--- src/rtl/cfg_pkg.sv ---
// Shared constants and carrier types of the configuration and register core.
// Assumes one 25 MHz clock and a programmer that drives commands on that clock.
package cfg_pkg;

  // ==========================================================================
  // Sizes
  localparam int unsigned SIG_BITS   = 64;
  localparam int unsigned OUT_REGS   = 8;
  localparam int unsigned ARR_WORDS  = 8;
  localparam int unsigned ARR_BITS   = 64;
  localparam int unsigned ADDR_BITS  = 3;

  // ==========================================================================
  // Timing
  localparam int unsigned CLK_PERIOD_NS       = 40;
  localparam int unsigned POWERUP_RESET_NS    = 45000;
  localparam int unsigned CLOCK_VALID_NS      = 100;
  // A longest time rounds down to whole cycles.
  localparam int unsigned POWERUP_RESET_CYC   = POWERUP_RESET_NS / CLK_PERIOD_NS;
  localparam int unsigned PWR_CNT_BITS        = 11;

  // ==========================================================================
  // Command codes
  typedef logic [2:0] op_t;
  localparam op_t OP_PROG_START = 3'h0;
  localparam op_t OP_WRITE_WORD = 3'h1;
  localparam op_t OP_WRITE_SIG  = 3'h2;
  localparam op_t OP_SET_SECURE = 3'h3;
  localparam op_t OP_PROG_END   = 3'h4;
  localparam op_t OP_READ_SIG   = 3'h5;
  localparam op_t OP_READ_WORD  = 3'h6;

  // ==========================================================================
  // Reset values
  localparam logic [SIG_BITS-1:0] SIG_RESET  = 64'h0000_0000_0000_0000;
  localparam logic [OUT_REGS-1:0] Q_RESET    = 8'h00;
  localparam logic [OUT_REGS-1:0] PIN_FLOAT  = 8'hff;

  // ==========================================================================
  // Device states
  typedef enum logic [2:0] {
    ST_PWRUP = 3'b001,
    ST_RUN   = 3'b010,
    ST_PROG  = 3'b100
  } dev_state_e;

  // ==========================================================================
  // Carriers
  typedef struct packed {
    logic                 valid;
    op_t                  op;
    logic [ADDR_BITS-1:0] addr;
    logic [ARR_BITS-1:0]  data;
  } cmd_s;

  typedef struct packed {
    logic                valid;
    logic                deny;
    logic [ARR_BITS-1:0] data;
  } resp_s;

  typedef struct packed {
    logic                valid;
    logic [OUT_REGS-1:0] mask;
    logic [OUT_REGS-1:0] value;
  } preload_s;

endpackage

--- src/rtl/pld_security_signature_init.sv ---
// Configuration store, readback protection, preload and power-up reset of a small PLD core.
// Assumes commands and preload arrive on clk; pins arrive asynchronously.
`timescale 1ns/1ps

module pld_security_signature_init (
  // Clock and reset
  input  wire logic                                clk,
  input  wire logic                                rst_n,
  // Programmer command port
  input  wire cfg_pkg::cmd_s                       cmd,
  output logic                                     resp_valid,
  output logic                                     resp_deny,
  output logic [cfg_pkg::ARR_BITS-1:0]             resp_data,
  // Test preload
  input  wire cfg_pkg::preload_s                   preload,
  // Input pins and their float flags
  input  wire logic [cfg_pkg::OUT_REGS-1:0]        pin_in,
  input  wire logic [cfg_pkg::OUT_REGS-1:0]        pin_float,
  // Registered outputs and status
  output logic [cfg_pkg::OUT_REGS-1:0]             q,
  output logic                                     ready,
  output logic                                     secured
);

  // ==========================================================================
  // Module state
  typedef struct packed {
    cfg_pkg::dev_state_e                                     state;
    logic [cfg_pkg::PWR_CNT_BITS-1:0]                        pwr_cnt;
    logic [cfg_pkg::PWR_CNT_BITS-1:0]                        ready_wait;
    logic [cfg_pkg::ARR_WORDS-1:0][cfg_pkg::ARR_BITS-1:0]    arr;
    logic [cfg_pkg::SIG_BITS-1:0]                            sig;
    logic                                                    secure;
    logic [cfg_pkg::OUT_REGS-1:0]                            pin_s1;
    logic [cfg_pkg::OUT_REGS-1:0]                            pin_s2;
    logic [cfg_pkg::OUT_REGS-1:0]                            flt_s1;
    logic [cfg_pkg::OUT_REGS-1:0]                            flt_s2;
    logic [cfg_pkg::OUT_REGS-1:0]                            q;
    cfg_pkg::resp_s                                          resp;
    logic                                                    ready;
  } core_s;

  core_s st_r;
  core_s st_nxt;
  logic [cfg_pkg::OUT_REGS-1:0] pin_eff;

  // ==========================================================================
  // Pin conditioning
  // The pull-up is applied after both synchronisers, so no gate sits ahead of a first flop.
  for (genvar i = 0; i < cfg_pkg::OUT_REGS; i++) begin : g_pin
    assign pin_eff[i] = st_r.flt_s2[i] | st_r.pin_s2[i];
  end

  // ==========================================================================
  // Next state
  always_comb begin
    st_nxt           = st_r;
    st_nxt.pin_s1    = pin_in;
    st_nxt.pin_s2    = st_r.pin_s1;
    st_nxt.flt_s1    = pin_float;
    st_nxt.flt_s2    = st_r.flt_s1;
    if (!st_r.ready && st_r.ready_wait != '1) begin
      st_nxt.ready_wait = st_r.ready_wait + 1'b1;
    end
    st_nxt.resp      = '0;
    st_nxt.resp.deny = 1'b0;
    unique case (st_r.state)
      cfg_pkg::ST_PWRUP: begin
        st_nxt.q = cfg_pkg::Q_RESET;
        if (st_r.pwr_cnt == cfg_pkg::PWR_CNT_BITS'(cfg_pkg::POWERUP_RESET_CYC - 1)) begin
          st_nxt.state = cfg_pkg::ST_RUN;
          st_nxt.ready = 1'b1;
        end else begin
          st_nxt.pwr_cnt = st_r.pwr_cnt + 1'b1;
        end
      end
      cfg_pkg::ST_RUN, cfg_pkg::ST_PROG: begin
        // A preload wins over the pin value on the targeted bits only.
        st_nxt.q = pin_eff;
        if (preload.valid) begin
          st_nxt.q = (preload.value & preload.mask) | (pin_eff & ~preload.mask);
        end
      end
    endcase
    if (cmd.valid) begin
      st_nxt.resp.valid = 1'b1;
      st_nxt.resp.deny  = 1'b1;
      if (st_r.state != cfg_pkg::ST_PWRUP) begin
        unique case (cmd.op)
          cfg_pkg::OP_PROG_START: begin
            st_nxt.arr       = '0;
            st_nxt.sig       = cfg_pkg::SIG_RESET;
            st_nxt.secure    = 1'b0;
            st_nxt.state     = cfg_pkg::ST_PROG;
            st_nxt.resp.deny = 1'b0;
          end
          cfg_pkg::OP_WRITE_WORD: begin
            if (st_r.state == cfg_pkg::ST_PROG) begin
              st_nxt.arr[cmd.addr] = cmd.data;
              st_nxt.resp.deny     = 1'b0;
            end
          end
          cfg_pkg::OP_WRITE_SIG: begin
            if (st_r.state == cfg_pkg::ST_PROG) begin
              st_nxt.sig       = cmd.data;
              st_nxt.resp.deny = 1'b0;
            end
          end
          cfg_pkg::OP_SET_SECURE: begin
            if (st_r.state == cfg_pkg::ST_PROG) begin
              st_nxt.secure    = 1'b1;
              st_nxt.resp.deny = 1'b0;
            end
          end
          cfg_pkg::OP_PROG_END: begin
            if (st_r.state == cfg_pkg::ST_PROG) begin
              st_nxt.state     = cfg_pkg::ST_RUN;
              st_nxt.resp.deny = 1'b0;
            end
          end
          cfg_pkg::OP_READ_SIG: begin
            st_nxt.resp.data = st_r.sig;
            st_nxt.resp.deny = 1'b0;
          end
          cfg_pkg::OP_READ_WORD: begin
            if (!st_r.secure) begin
              st_nxt.resp.data = st_r.arr[cmd.addr];
              st_nxt.resp.deny = 1'b0;
            end
          end
          default: begin
            st_nxt.resp.deny = 1'b1;
          end
        endcase
      end
    end
  end

  // ==========================================================================
  // State register
  always_ff @(posedge clk) begin
    if (!rst_n) begin
      st_r       <= '0;
      st_r.state <= cfg_pkg::ST_PWRUP;
      st_r.q     <= cfg_pkg::Q_RESET;
      st_r.pin_s1 <= cfg_pkg::PIN_FLOAT;
      st_r.pin_s2 <= cfg_pkg::PIN_FLOAT;
      st_r.flt_s1 <= cfg_pkg::PIN_FLOAT;
      st_r.flt_s2 <= cfg_pkg::PIN_FLOAT;
    end else begin
      st_r <= st_nxt;
    end
  end

  assign q          = st_r.q;
  assign ready      = st_r.ready;
  assign secured    = st_r.secure;
  assign resp_valid = st_r.resp.valid;
  assign resp_deny  = st_r.resp.deny;
  assign resp_data  = st_r.resp.data;
endmodule

--- config.mk ---
export PLATFORM = sky130hd
export DESIGN_NAME = pld_security_signature_init
export DESIGN_NICKNAME = d
export VERILOG_FILES = /design/src/rtl/cfg_pkg.sv /design/src/rtl/pld_security_signature_init.sv
export SDC_FILE = /design/constraint.sdc
export NUM_CORES = 1
export LEC_CHECK = 0
export BUFFER_PORTS_ARGS = -buffer_cell sky130_fd_sc_hd__clkbuf_2
export CAP_MARGIN = 10
export CORE_UTILIZATION = 45
export CTS_CLUSTER_DIAMETER = 30
export DETAILED_ROUTE_END_ITERATION = 7
export PLACE_DENSITY_LB_ADDON = 0.1
export SYNTH_ARGS = -nofsm -noshare
export SYNTH_HDL_FRONTEND = slang
export SYNTH_SLANG_ARGS = --single-unit
--- constraint.sdc ---
create_clock -name clk -period 2.2 [get_ports clk]
set_input_delay 0 -clock clk [delete_from_list [all_inputs] [get_ports clk]]
set_output_delay 0 -clock clk [all_outputs]
set_load 0.02 [all_outputs]
# Yosys cells after proc, flatten, opt, wreduce, memory -nomap -nowiden
# Index checks and enable logic that the tools add are counted.
op_classes:
  bitwise: 13
  add_sub_neg: 1
  order_cmp: 2
  mux: 26
  eq_ne: 14
  reduce_logical: 15
ops:
  columns: ["cell", "count"]
  rows:
  - ["512-bit one-hot mux with 2 select lines", 1]
  - ["512-bit bitwise mux", 1]
  - ["512-bit two-way mux", 1]
  - ["64-bit one-hot mux with 2 select lines", 2]
  - ["64-bit binary-select mux with 3-bit select", 1]
  - ["64-bit demux with 3-bit select", 1]
  - ["64-bit two-way mux", 3]
  - ["65-bit two-way mux", 2]
  - ["66-bit two-way mux", 1]
  - ["8-bit bitwise AND", 2]
  - ["8-bit one-hot mux with 2 select lines", 1]
  - ["14-bit two-way mux", 1]
  - ["3-bit == test, second input constant", 4]
  - ["3-bit two-way mux", 4]
  - ["4-bit AND reduction", 3]
  - ["11-bit by 1-bit adder with 11-bit output, second input constant", 1]
  - ["11-bit == test, second input constant", 1]
  - ["11-bit two-way mux", 1]
  - ["3-bit by 2-bit == test with 1-bit output, second input constant", 3]
  - ["8-bit two-way mux", 1]
  - ["8-bit inverter", 1]
  - ["1-bit OR", 8]
  - ["8-bit OR", 1]
  - ["3-bit by 1-bit == test with 1-bit output, second input constant", 2]
  - ["16 further kinds", 24]
totals:
  elab_cells: 92
  inputBits: 106
  reg_bits: 698

# Depth between registers and ports, before layout
# Gate-level depths: netlist of run 1.
depth:
  ltp_word: 7
  mapped_depth: 10

# Worst setup path before layout of run 1
# OpenSTA, ideal clock, no wires.
synth_path:
  path_type: "flip-flop to flip-flop"
  from: "register st_r[708] in the netlist's numbering"
  to: "register st_r[155] in the netlist's numbering"
  n_path_buf: 5
  arrival_time_ps: 1582
  synth_period_minus_slack_ps: 1710
  path_slack_ps: 490
  setup_time_ps: 128
  required_ps: 2072
  stages_incl_launch_ff: 11
  cell_sequence: "dfxtp_1 > buf_4 > or3b_1 > buf_2 > o211ai_2 > nor2_1 > buf_4 > buf_6 > buf_6 > nand3_1 > o21ai_1"
synth_between:
  elab_chain_cells: 3
  word_cells_on_any_way: 4
  cone_classes: "eq/ne: 3; reduce/logical: 1"
synth_lines:
  columns: ["item", "line", "text"]
  rows:
  - ["start: declaration", "pld_security_signature_init.sv:43", "core_s st_r;"]
  - ["start signal: assignment", "pld_security_signature_init.sv:151", "st_r <= st_nxt;"]
  - ["3-bit == test", "pld_security_signature_init.sv:104", "if (st_r.state == cfg_pkg::ST_PROG) begin"]
  - ["2-bit != test (no source line)", null, null]
  - ["4-bit AND reduction (no source line) (*)", null, null]
# Every way passes the cells marked *; elsewhere a longest branch is shown, timed or not.
# A chain may end at the register's enable or synchronous reset.

# Worst setup path after layout of run 1
layout_path:
  from: "input cmd[65] in the netlist's numbering"
  to: "register st_r[204] in the netlist's numbering"
layout_between:
  elab_chain_cells: 7
  word_cells_on_any_way: 8
  cone_classes: "order compare: 2; mux: 5; reduce/logical: 1"
layout_lines:
  columns: ["item", "line", "text"]
  rows:
  - ["start: declaration", "pld_security_signature_init.sv:10", "input wire cfg_pkg::cmd_s cmd,"]
  - ["3-bit by 4-bit less-than comparator with 1-bit output (not written as such) / 3-bit by 1-bit >= comparator with 1-bit output (equally long branches)", "pld_security_signature_init.sv:99", "st_nxt.arr[cmd.addr] = cmd.data;"]
  - ["1-bit logical AND (not written as such)", "pld_security_signature_init.sv:99", null]
  - ["64-bit two-way mux (not written as such)", "pld_security_signature_init.sv:99", null]
  - ["64-bit demux with 3-bit select (*)", "pld_security_signature_init.sv:99", null]
  - ["512-bit bitwise mux (*)", "pld_security_signature_init.sv:99", null]
  - ["512-bit two-way mux (*)", "pld_security_signature_init.sv:98", "if (st_r.state == cfg_pkg::ST_PROG) begin"]
  - ["512-bit one-hot mux with 2 select lines (*)", "pld_security_signature_init.sv:89", "unique case (cmd.op)"]
# Every way passes the cells marked *; elsewhere a longest branch is shown, timed or not. The select of a mux whose other input is x is not followed.

==> reports/metrics.json, run 1 <==
{
  "p_int_w": 0.0281,
  "critical-path-top-delay-family": "simple AND/OR/NAND/NOR gates",
  "drt_iter0_drc": 1859,
  "post-place-ws_ns": -0.0777,
  "grt_start_max_net_pins": 102,
  "rows": 89,
  "first_global_vias": 23200,
  "syn_area_um2": 26900,
  "maximum_count_of_clock_buffers_along_a_single_path": 3,
  "hpwlAfterDp_mm": 48.9,
  "pwr-share-comb_pct": 4.4,
  "total_leakage_power_nw": 13.3,
  "synthDistinctLibCells": 63,
  "synth-seq-cells": 698,
  "register_area_um2": 14000,
  "grt.total_usage_pct": 29.3,
  "start_util_pct": 45.5,
  "timing.critical_path.to_type": "flip-flop",
  "yosysTopAreaCellShare_pct": 52.0,
  "multi_input_comb_area_um2": 11300,
  "synthDominantAreaCellType": "sky130_fd_sc_hd__dfxtp_1",
  "power_per_cell_area_nw_per_um2": 1050,
  "floorplan.die_area_um2": 60700,
  "timing.critical_path.depth": 6,
  "htree_num_levels": 4,
  "horizontal_die_dimension_um": 246,
  "worst_slack_ns": 0.0890,
  "seqPwrFrac_pct": 35.2,
  "residual_drc": 0,
  "post_synth.cell_area_avg_um2": 9.11,
  "fillCellCount": 5065,
  "worst_slew_pin_slew_ns": 1.19,
  "fin_nets": 3305,
  "post_route_cells_drive_above_1_share_pct": 19.4,
  "critical_path.startpoint": "cmd[65]",
  "hp-class": "input port to flip-flop",
  "via_count": 23100,
  "hold_viol": 0,
  "ff2ff_setup_slack_ns": 0.17,
  "netSwitchingFraction_pct": 22.4,
  "critical_path_required_ns": 2.81,
  "worst_path_max_delay_cell": "sky130_fd_sc_hd__nor2_1",
  "wl_mm": 88.6,
  "worst_r2r_path_depth": 6,
  "cap_viol_max_count": 0,
  "synth_top_cells_by_area": "sky130_fd_sc_hd__dfxtp_1 52%, sky130_fd_sc_hd__nand2_1 10%, sky130_fd_sc_hd__o21ai_0 8.6%, sky130_fd_sc_hd__mux4_2 4.9%, sky130_fd_sc_hd__o21ai_1 2.6%",
  "layout_skew_ns": 0.0194,
  "drt_pass_1_iters": 5,
  "design.core.area_um2": 59000,
  "antenna_found_initial": 2,
  "cts_inserted_buffers": 142,
  "rsz0062_at_grt": "false",
  "achievable-frequency_mhz": 474,
  "finalSetupTns_ns": 0,
  "ys.warnings.count": 0,
  "synth.yosys.seq_area_share_pct": 52.0,
  "timing.setup.critical_path_class": "input port to flip-flop",
  "post-cts-setup-buffers": 0,
  "worstPathMaxFanout": 33,
  "cts.root.buffer_cell": "sky130_fd_sc_hd__clkbuf_16",
  "result_of_the_run": "finished clean",
  "flow.area_growth_from_synthesis_pct": 28.8,
  "cp_data_arrival_time_ns": 2.72,
  "first_pass_grt_wire_length_mm": 136,
  "max-slew-margin-rel_pct": 20.4,
  "worstSetupStartpointType": "input port",
  "cp_num_buf_inv": 3,
  "cts.sinks": 698,
  "net-switching-power_w": 0.00809,
  "number_of_enable_flip_flop_cells_after_synthesis": 0,
  "drt-vias-per-instance": 5.66,
  "postSynthNetCount": 3057,
  "fin_crit_sh_pct": 96.0,
  "routabilityCongestion": 0.808,
  "critPathCapture": "st_r[204]$_SDFFE_PN0P_",
  "rr_startpoint": "st_r[706]$_SDFF_PN1_",
  "timing.final.max_slew_violations": 0,
  "floorplan.io_pins": 182,
  "routed_wire_length_per_instance_um": 21.7,
  "ant_nets": 0,
  "grt.overflow.total": 0,
  "ys_async_sr_fraction_pct": 0,
  "worstPathCellList": "dlygate4sd3_1, buf_6, nor2_1, nand2_4, buf_12, o21ai_0",
  "ys_dominant_reg_cell": "sky130_fd_sc_hd__dfxtp_1",
  "final_setup_vio_count": 0,
  "max_stage_delay_ns": 0.94,
  "r2r_end": "st_r[490]$_SDFFE_PN0P_",
  "port-buffer-count": 181,
  "min_period_ns": 2.11,
  "tritoncts": "yes",
  "synthesis.instances": 2949,
  "die_height_um": 246,
  "clk_transition_reported_paths_ns": 0.05,
  "p_clk_share_pct": 60.4,
  "clkLatencyLatePin_ns": 0.71,
  "ir_worst_vdd_mv": 0.783
}
-- final cells by class --
type / count / share of cell area [%]
Sequential cell: 698 / 40.4
Multi-Input combinational cell: 1939 / 32.7
Clock buffer: 193 / 11.9
Timing Repair Buffer: 409 / 9.61
Tap cell: 773 / 2.79
Clock inverter: 68 / 2.49
Inverter: 7 / 0.0832
Antenna cell: 1 / 0.00723
-- per-layer routing --
| metal | share of wire, % | vias to the layer above | wire length [um] | track usage (%) |
|---|---|---|---|---|
| li1 | - | 10800 | - | - |
| met1 | 43 | 11400 | 38000 | 37.3 |
| met2 | 49 | 805 | 43300 | 49.3 |
| met3 | 6.0 | 138 | 5320 | 5.75 |
| met4 | 2.2 | 0 | 1930 | 10.0 |
| met5 | 0 | - | 0 | 0 |
-- per-stage QoR --
stage	area (um2)	util, %	total power (W)	hold WS, ns	instances
after floorplan	26900	-	0.0137	0.101	2949
final	34600	58.6	0.0362	0.0987	4088
after CTS	34600	58.6	0.0364	0.0684	4087
after detailed placement	28300	47.9	0.0144	0.184	3692
after global routing	34600	58.6	0.0372	0.101	4088
after global placement	28300	47.9	0.0143	0.182	3692
-- worst min-delay path: stages --
cell	delay (ns)
sky130_fd_sc_hd__dlygate4sd3_1	0.52
sky130_fd_sc_hd__clkbuf_2	0.13
sky130_fd_sc_hd__a22o_1	0.12
-- sequential cells by signal (all words and copies together) (netlist names) --
signal	count
st_r	606
resp_data	64
st_nxt	16
q	8
ready	1
resp_deny	1
resp_valid	1
secured	1
-- logic make-up (layout without fill, tap and decap cells) --
logic type	after synthesis	in the layout	share of synthesized area, %
mux	133	133	7.76
other cells	0	1	0
simple gates	935	935	14.3
xor+xnor	9	9	0.293
compound gates	860	860	19.3
fa+ha+maj	2	2	0.0931
flops	698	698	52.0
buf+inv	312	677	6.26
-- worst min-delay path by stage --
stage | cells after the start | startpoint | slack, ns | endpoint
after floorplan | 1 | pin_float[0] | 0.10 | st_nxt[75]$_SDFF_PN1_
after global placement | 2 | pin_in[4] | 0.18 | st_nxt[95]$_SDFF_PN1_
after detailed placement | 2 | pin_float[5] | 0.18 | st_nxt[80]$_SDFF_PN1_
after CTS | 3 | cmd[46] | 0.07 | st_r[474]$_SDFFE_PN0P_
after global routing | 3 | cmd[24] | 0.10 | st_r[452]$_SDFFE_PN0P_
final | 3 | cmd[46] | 0.1 | st_r[474]$_SDFFE_PN0P_
-- what timing repair did --
action / CTS / global route
endpoints found under the hold margin: 639 / 0
resized for setup: 1 / 1
hold buffers: 134 / 0
endpoints found under the setup margin: 44 / 36
-- cells in the final DEF, fill, tap and decap left out, types with 4 or more instances in the layout --
cell type	n
sky130_fd_sc_hd__o21ai_1	142
sky130_fd_sc_hd__buf_4	67
sky130_fd_sc_hd__buf_12	28
sky130_fd_sc_hd__mux2_2	24
sky130_fd_sc_hd__xor2_1	7
sky130_fd_sc_hd__dlygate4sd3_1	134
sky130_fd_sc_hd__a221o_1	7
sky130_fd_sc_hd__o21ai_0	461
sky130_fd_sc_hd__a41oi_4	8
sky130_fd_sc_hd__clkbuf_1	15
sky130_fd_sc_hd__clkbuf_2	177
sky130_fd_sc_hd__o211ai_1	4
sky130_fd_sc_hd__nand2b_1	35
sky130_fd_sc_hd__inv_6	11
sky130_fd_sc_hd__clkbuf_16	143
sky130_fd_sc_hd__mux4_2	58
sky130_fd_sc_hd__nor2b_4	5
sky130_fd_sc_hd__clkbuf_8	36
sky130_fd_sc_hd__dfxtp_1	698
sky130_fd_sc_hd__and2_1	4
sky130_fd_sc_hd__nor2_1	45
sky130_fd_sc_hd__a22o_1	73
sky130_fd_sc_hd__a221oi_1	51
sky130_fd_sc_hd__clkinv_4	7
sky130_fd_sc_hd__clkinv_2	22
sky130_fd_sc_hd__a21o_1	6
sky130_fd_sc_hd__bufinv_16	15
sky130_fd_sc_hd__nand2_4	4
sky130_fd_sc_hd__nand3_1	81
sky130_fd_sc_hd__a22oi_1	33
sky130_fd_sc_hd__a311oi_1	4
sky130_fd_sc_hd__clkinv_8	4
sky130_fd_sc_hd__nand2_1	727
sky130_fd_sc_hd__clkinvlp_4	8
sky130_fd_sc_hd__a21oi_1	52
sky130_fd_sc_hd__mux2i_1	51
sky130_fd_sc_hd__or3_1	4
sky130_fd_sc_hd__o22ai_1	4
-- Yosys cell counts (5+ instances only) --
master and count:
sky130_fd_sc_hd__nand2_1 730, sky130_fd_sc_hd__xor2_1 7, sky130_fd_sc_hd__mux2_2 24, sky130_fd_sc_hd__mux4_2 58
sky130_fd_sc_hd__a41oi_4 8, sky130_fd_sc_hd__or3_1 5, sky130_fd_sc_hd__nand3_1 81, sky130_fd_sc_hd__and2_1 6
sky130_fd_sc_hd__nor2b_1 7, sky130_fd_sc_hd__o21ai_1 142, sky130_fd_sc_hd__a221oi_1 51, sky130_fd_sc_hd__a22o_1 73
sky130_fd_sc_hd__a221o_1 7, sky130_fd_sc_hd__o21ai_0 461, sky130_fd_sc_hd__nor2_1 48, sky130_fd_sc_hd__buf_2 110
sky130_fd_sc_hd__a21o_1 6, sky130_fd_sc_hd__buf_4 91, sky130_fd_sc_hd__a22oi_1 33, sky130_fd_sc_hd__dfxtp_1 698
sky130_fd_sc_hd__mux2i_1 51, sky130_fd_sc_hd__a21oi_1 52, sky130_fd_sc_hd__nand2b_1 35, sky130_fd_sc_hd__clkbuf_1 95
-- power groups by stage --
| stage | clock [W] | combinational [W] | sequential [W] |
|---|---|---|---|
| final | 0.0218 | 0.00160 | 0.0127 |
| after global routing | 0.0228 | 0.00167 | 0.0127 |
| after CTS | 0.0221 | 0.00157 | 0.0127 |
| after detailed placement | 0 | 0.00139 | 0.0130 |
| after global placement | 0 | 0.00138 | 0.0130 |
| after floorplan | 0 | 0.000703 | 0.0130 |
Power figures use the tool's default switching activity.
==> run 2: changes to the inputs <==
ABC_AREA = 1   (was unset)
==> run 2 against run 1 <==
Compared with the run above: global-route usage is 0.39 points lower; clock skew is 0.0049 ns higher; die area rose by 22%; flip-flop and latch count unchanged; clock power is 17% higher; largest cell class is now multi-input combinational cells.
==> reports/metrics.json, run 2 <==
{
  "worstPathMaxFanout": 6,
  "top_post_synthesis_cells_by_count": "2003 x sky130_fd_sc_hd__nand2_1, 698 x sky130_fd_sc_hd__dfxtp_1, 597 x sky130_fd_sc_hd__a21oi_1",
  "layout.cells.most_common_list": "2003 x sky130_fd_sc_hd__nand2_1, 698 x sky130_fd_sc_hd__dfxtp_1, 596 x sky130_fd_sc_hd__a21oi_1",
  "achievable-frequency_mhz": 493,
  "cp_data_arrival_time_ns": 2.67,
  "postSynthNetCount": 5022,
  "via_count": 32400,
  "worst_slew_pin_slew_ns": 0.824,
  "synth-seq-cells": 698,
  "power_per_cell_area_nw_per_um2": 962,
  "hpwlAfterDp_mm": 57.1,
  "ys_async_sr_fraction_pct": 0,
  "timing.setup.critical_path_class": "flip-flop to flip-flop",
  "tritoncts": "yes",
  "ant_nets": 0,
  "floorplan.die_area_um2": 74200,
  "post_synth_fa_ha_maj_area_fraction_pct": 0.0761,
  "synth-xor-area-share_pct": 0.133,
  "horizontal_die_dimension_um": 272,
  "syn_area_um2": 32900,
  "largest_register_ffs": 606,
  "critical_path_required_ns": 2.84,
  "synth_compound_area_share_pct": 9.50,
  "floorplan.io_pins": 182,
  "min_period_ns": 2.03,
  "grt_start_max_net_pins": 82,
  "grt.total_usage_pct": 28.9,
  "layout_skew_ns": 0.0243,
  "post_synth.cell_area_avg_um2": 6.69,
  "grt.overflow.total": 0,
  "timing.critical_path.to_type": "flip-flop",
  "finalSetupTns_ns": 0,
  "drt_iter0_drc": 2900,
  "worstSetupStartpointType": "flip-flop",
  "most_common_cell_after_layout_fill_and_taps_aside": "sky130_fd_sc_hd__nand2_1",
  "first_global_vias": 30500,
  "rsz0062_at_grt": "false",
  "synthesis.instances": 4914,
  "routed_wire_length_per_instance_um": 17.9,
  "rows": 98,
  "register_ranked_first_by_flip_flop_count": "st_r",
  "timing.final.max_slew_violations": 0,
  "final_setup_vio_count": 0,
  "fin_nets": 5181,
  "cts.sinks": 698,
  "result_of_the_run": "finished clean",
  "yosysTopAreaCellShare_pct": 42.5,
  "hold_viol": 0,
  "fin_crit_sh_pct": 92.2,
  "synth_top_family_by_area": "simple AND/OR/NAND/NOR gates",
  "post_route_cells_drive_above_1_share_pct": 16.7,
  "ys.warnings.count": 0,
  "flow.area_growth_from_synthesis_pct": 26.2,
  "synth_top_cells_by_area": "sky130_fd_sc_hd__dfxtp_1 42%, sky130_fd_sc_hd__nand2_1 23%, sky130_fd_sc_hd__a21oi_1 9.1%, sky130_fd_sc_hd__nand3_1 8.2%, sky130_fd_sc_hd__nand2_2 4.5%",
  "synthSimpleGateAreaFrac_pct": 39.2,
  "drt_pass_1_iters": 5,
  "synth.yosys.seq_area_share_pct": 42.5,
  "total_leakage_power_nw": 16.9,
  "wl_mm": 110,
  "synthDominantAreaCellType": "sky130_fd_sc_hd__dfxtp_1",
  "ir_worst_vdd_mv": 0.585,
  "cap_viol_max_count": 0,
  "clk_transition_reported_paths_ns": 0.05,
  "number_of_enable_flip_flop_cells_after_synthesis": 0,
  "synth.area.mux_share_pct": 0,
  "cts.root.buffer_cell": "sky130_fd_sc_hd__clkbuf_16",
  "port-buffer-count": 181,
  "synthDistinctLibCells": 29,
  "residual_drc": 0,
  "synthMostInstantiatedCell": "sky130_fd_sc_hd__nand2_1",
  "design.core.area_um2": 71900,
  "maximum_count_of_clock_buffers_along_a_single_path": 3,
  "routabilityCongestion": 0.788,
  "first_pass_grt_wire_length_mm": 171,
  "timing.hold.ws_ns": 0.112,
  "start_util_pct": 45.8,
  "htree_num_levels": 4,
  "die_height_um": 272,
  "hp-class": "input port to flip-flop",
  "antenna_found_initial": 2,
  "clkLatencyLatePin_ns": 0.74,
  "fillCellCount": 6907,
  "cts_inserted_buffers": 169,
  "drt-vias-per-instance": 5.25,
  "ys_dominant_reg_cell": "sky130_fd_sc_hd__dfxtp_1",
  "max-slew-margin-rel_pct": 44.8
}
-- run 2: layout make-up --
cell class                      instances  area (um2)  share of cell area [%]
Clock inverter                         70        1090                    2.62
Timing Repair Buffer                  433        3870                    9.32
Clock buffer                          237        4830                    11.6
Antenna cell                            1        2.50                 0.00603
Multi-Input combinational cell       3665       16100                    38.9
Inverter                              106         424                    1.02
Sequential cell                       698       14000                    33.7
Tap cell                              950        1190                    2.86
-- run 2: cells by family after synthesis --
logic type	after synthesis
buffers and inverters	551
AO/OA/AOI/OAI	618
XOR/XNOR	5
AND/OR/NAND/NOR	3040
adder cells (fa/ha/maj)	2
flip-flops	698
-- run 2: metal layers --
| layer | up-vias | GRT usage (%) | share of wire, % |
|---|---|---|---|
| met5 | - | 0 | 0.0073 |
| met4 | 2 | 10.2 | 2.4 |
| met3 | 190 | 4.11 | 6.4 |
| met2 | 1114 | 47.3 | 47 |
| met1 | 15100 | 38.7 | 44 |
| li1 | 15900 | - | - |
-- run 2: critical path: stages (launching register included) --
cell                            delay [ns]
sky130_fd_sc_hd__dfxtp_1              0.34
sky130_fd_sc_hd__nor2_2               0.16
sky130_fd_sc_hd__nand2_2              0.15
sky130_fd_sc_hd__inv_1                0.12
sky130_fd_sc_hd__nand2_1              0.10
sky130_fd_sc_hd__a21oi_4              0.22
sky130_fd_sc_hd__buf_12               0.15
sky130_fd_sc_hd__nand2_1              0.05
sky130_fd_sc_hd__nand2_1              0.05
sky130_fd_sc_hd__dlygate4sd3_1        0.56
sky130_fd_sc_hd__nor2_1               0.04
-- run 2: path summary, 6_finish.rpt --
| path | endpoint | cells past startpoint | slack, ns | from |
|---|---|---|---|---|
| worst max-delay path | st_r[163]$_SDFFE_PN0P_ | 10 | 0.17 | st_r[706]$_SDFF_PN1_ |
| worst min-delay path | q[5]$_SDFF_PN0_ | 5 | 0.11 | preload[13] |
| worst max register to register | st_r[163]$_SDFFE_PN0P_ | 10 | 0.17 | st_r[706]$_SDFF_PN1_ |
| worst min register to register | st_r[98]$_SDFF_PN1_ | 1 | 0.40 | st_nxt[98]$_SDFF_PN1_ |
-- run 2: repair_timing --
item	4_1_cts	5_1_grt
hold endpoints to repair	670	0
endpoints found under the setup margin	0	12
resized for setup	0	2
hold buffers	137	0
setup buffers	0	4
-- run 2: per-stage QoR --
| step | std cells | cell area (um2) | utilization, % | setup slack (ns) | total power (W) |
|---|---|---|---|---|---|
| finish | 6160 | 41500 | 57.8 | 0.172 | 0.0400 |
| global route | 6160 | 41500 | 57.8 | 0.0466 | 0.0410 |
| CTS | 6153 | 41400 | 57.7 | 0.0224 | 0.0401 |
| detailed placement | 5709 | 34100 | 47.5 | 0.145 | 0.0144 |
| global placement | 5709 | 34100 | 47.5 | 0.169 | 0.0144 |
| floorplan | 4914 | 32900 | - | 0.519 | 0.0137 |
-- run 2: power by group --
| group | total [W] | leakage (nW) | internal, W | switching (W) |
|---|---|---|---|---|
| Clock | 0.0256 | 2.90 | 0.0179 | 0.00775 |
| Combinational | 0.00159 | 8.34 | 0.000448 | 0.00115 |
| Sequential | 0.0127 | 5.63 | 0.0127 | 0.0000143 |
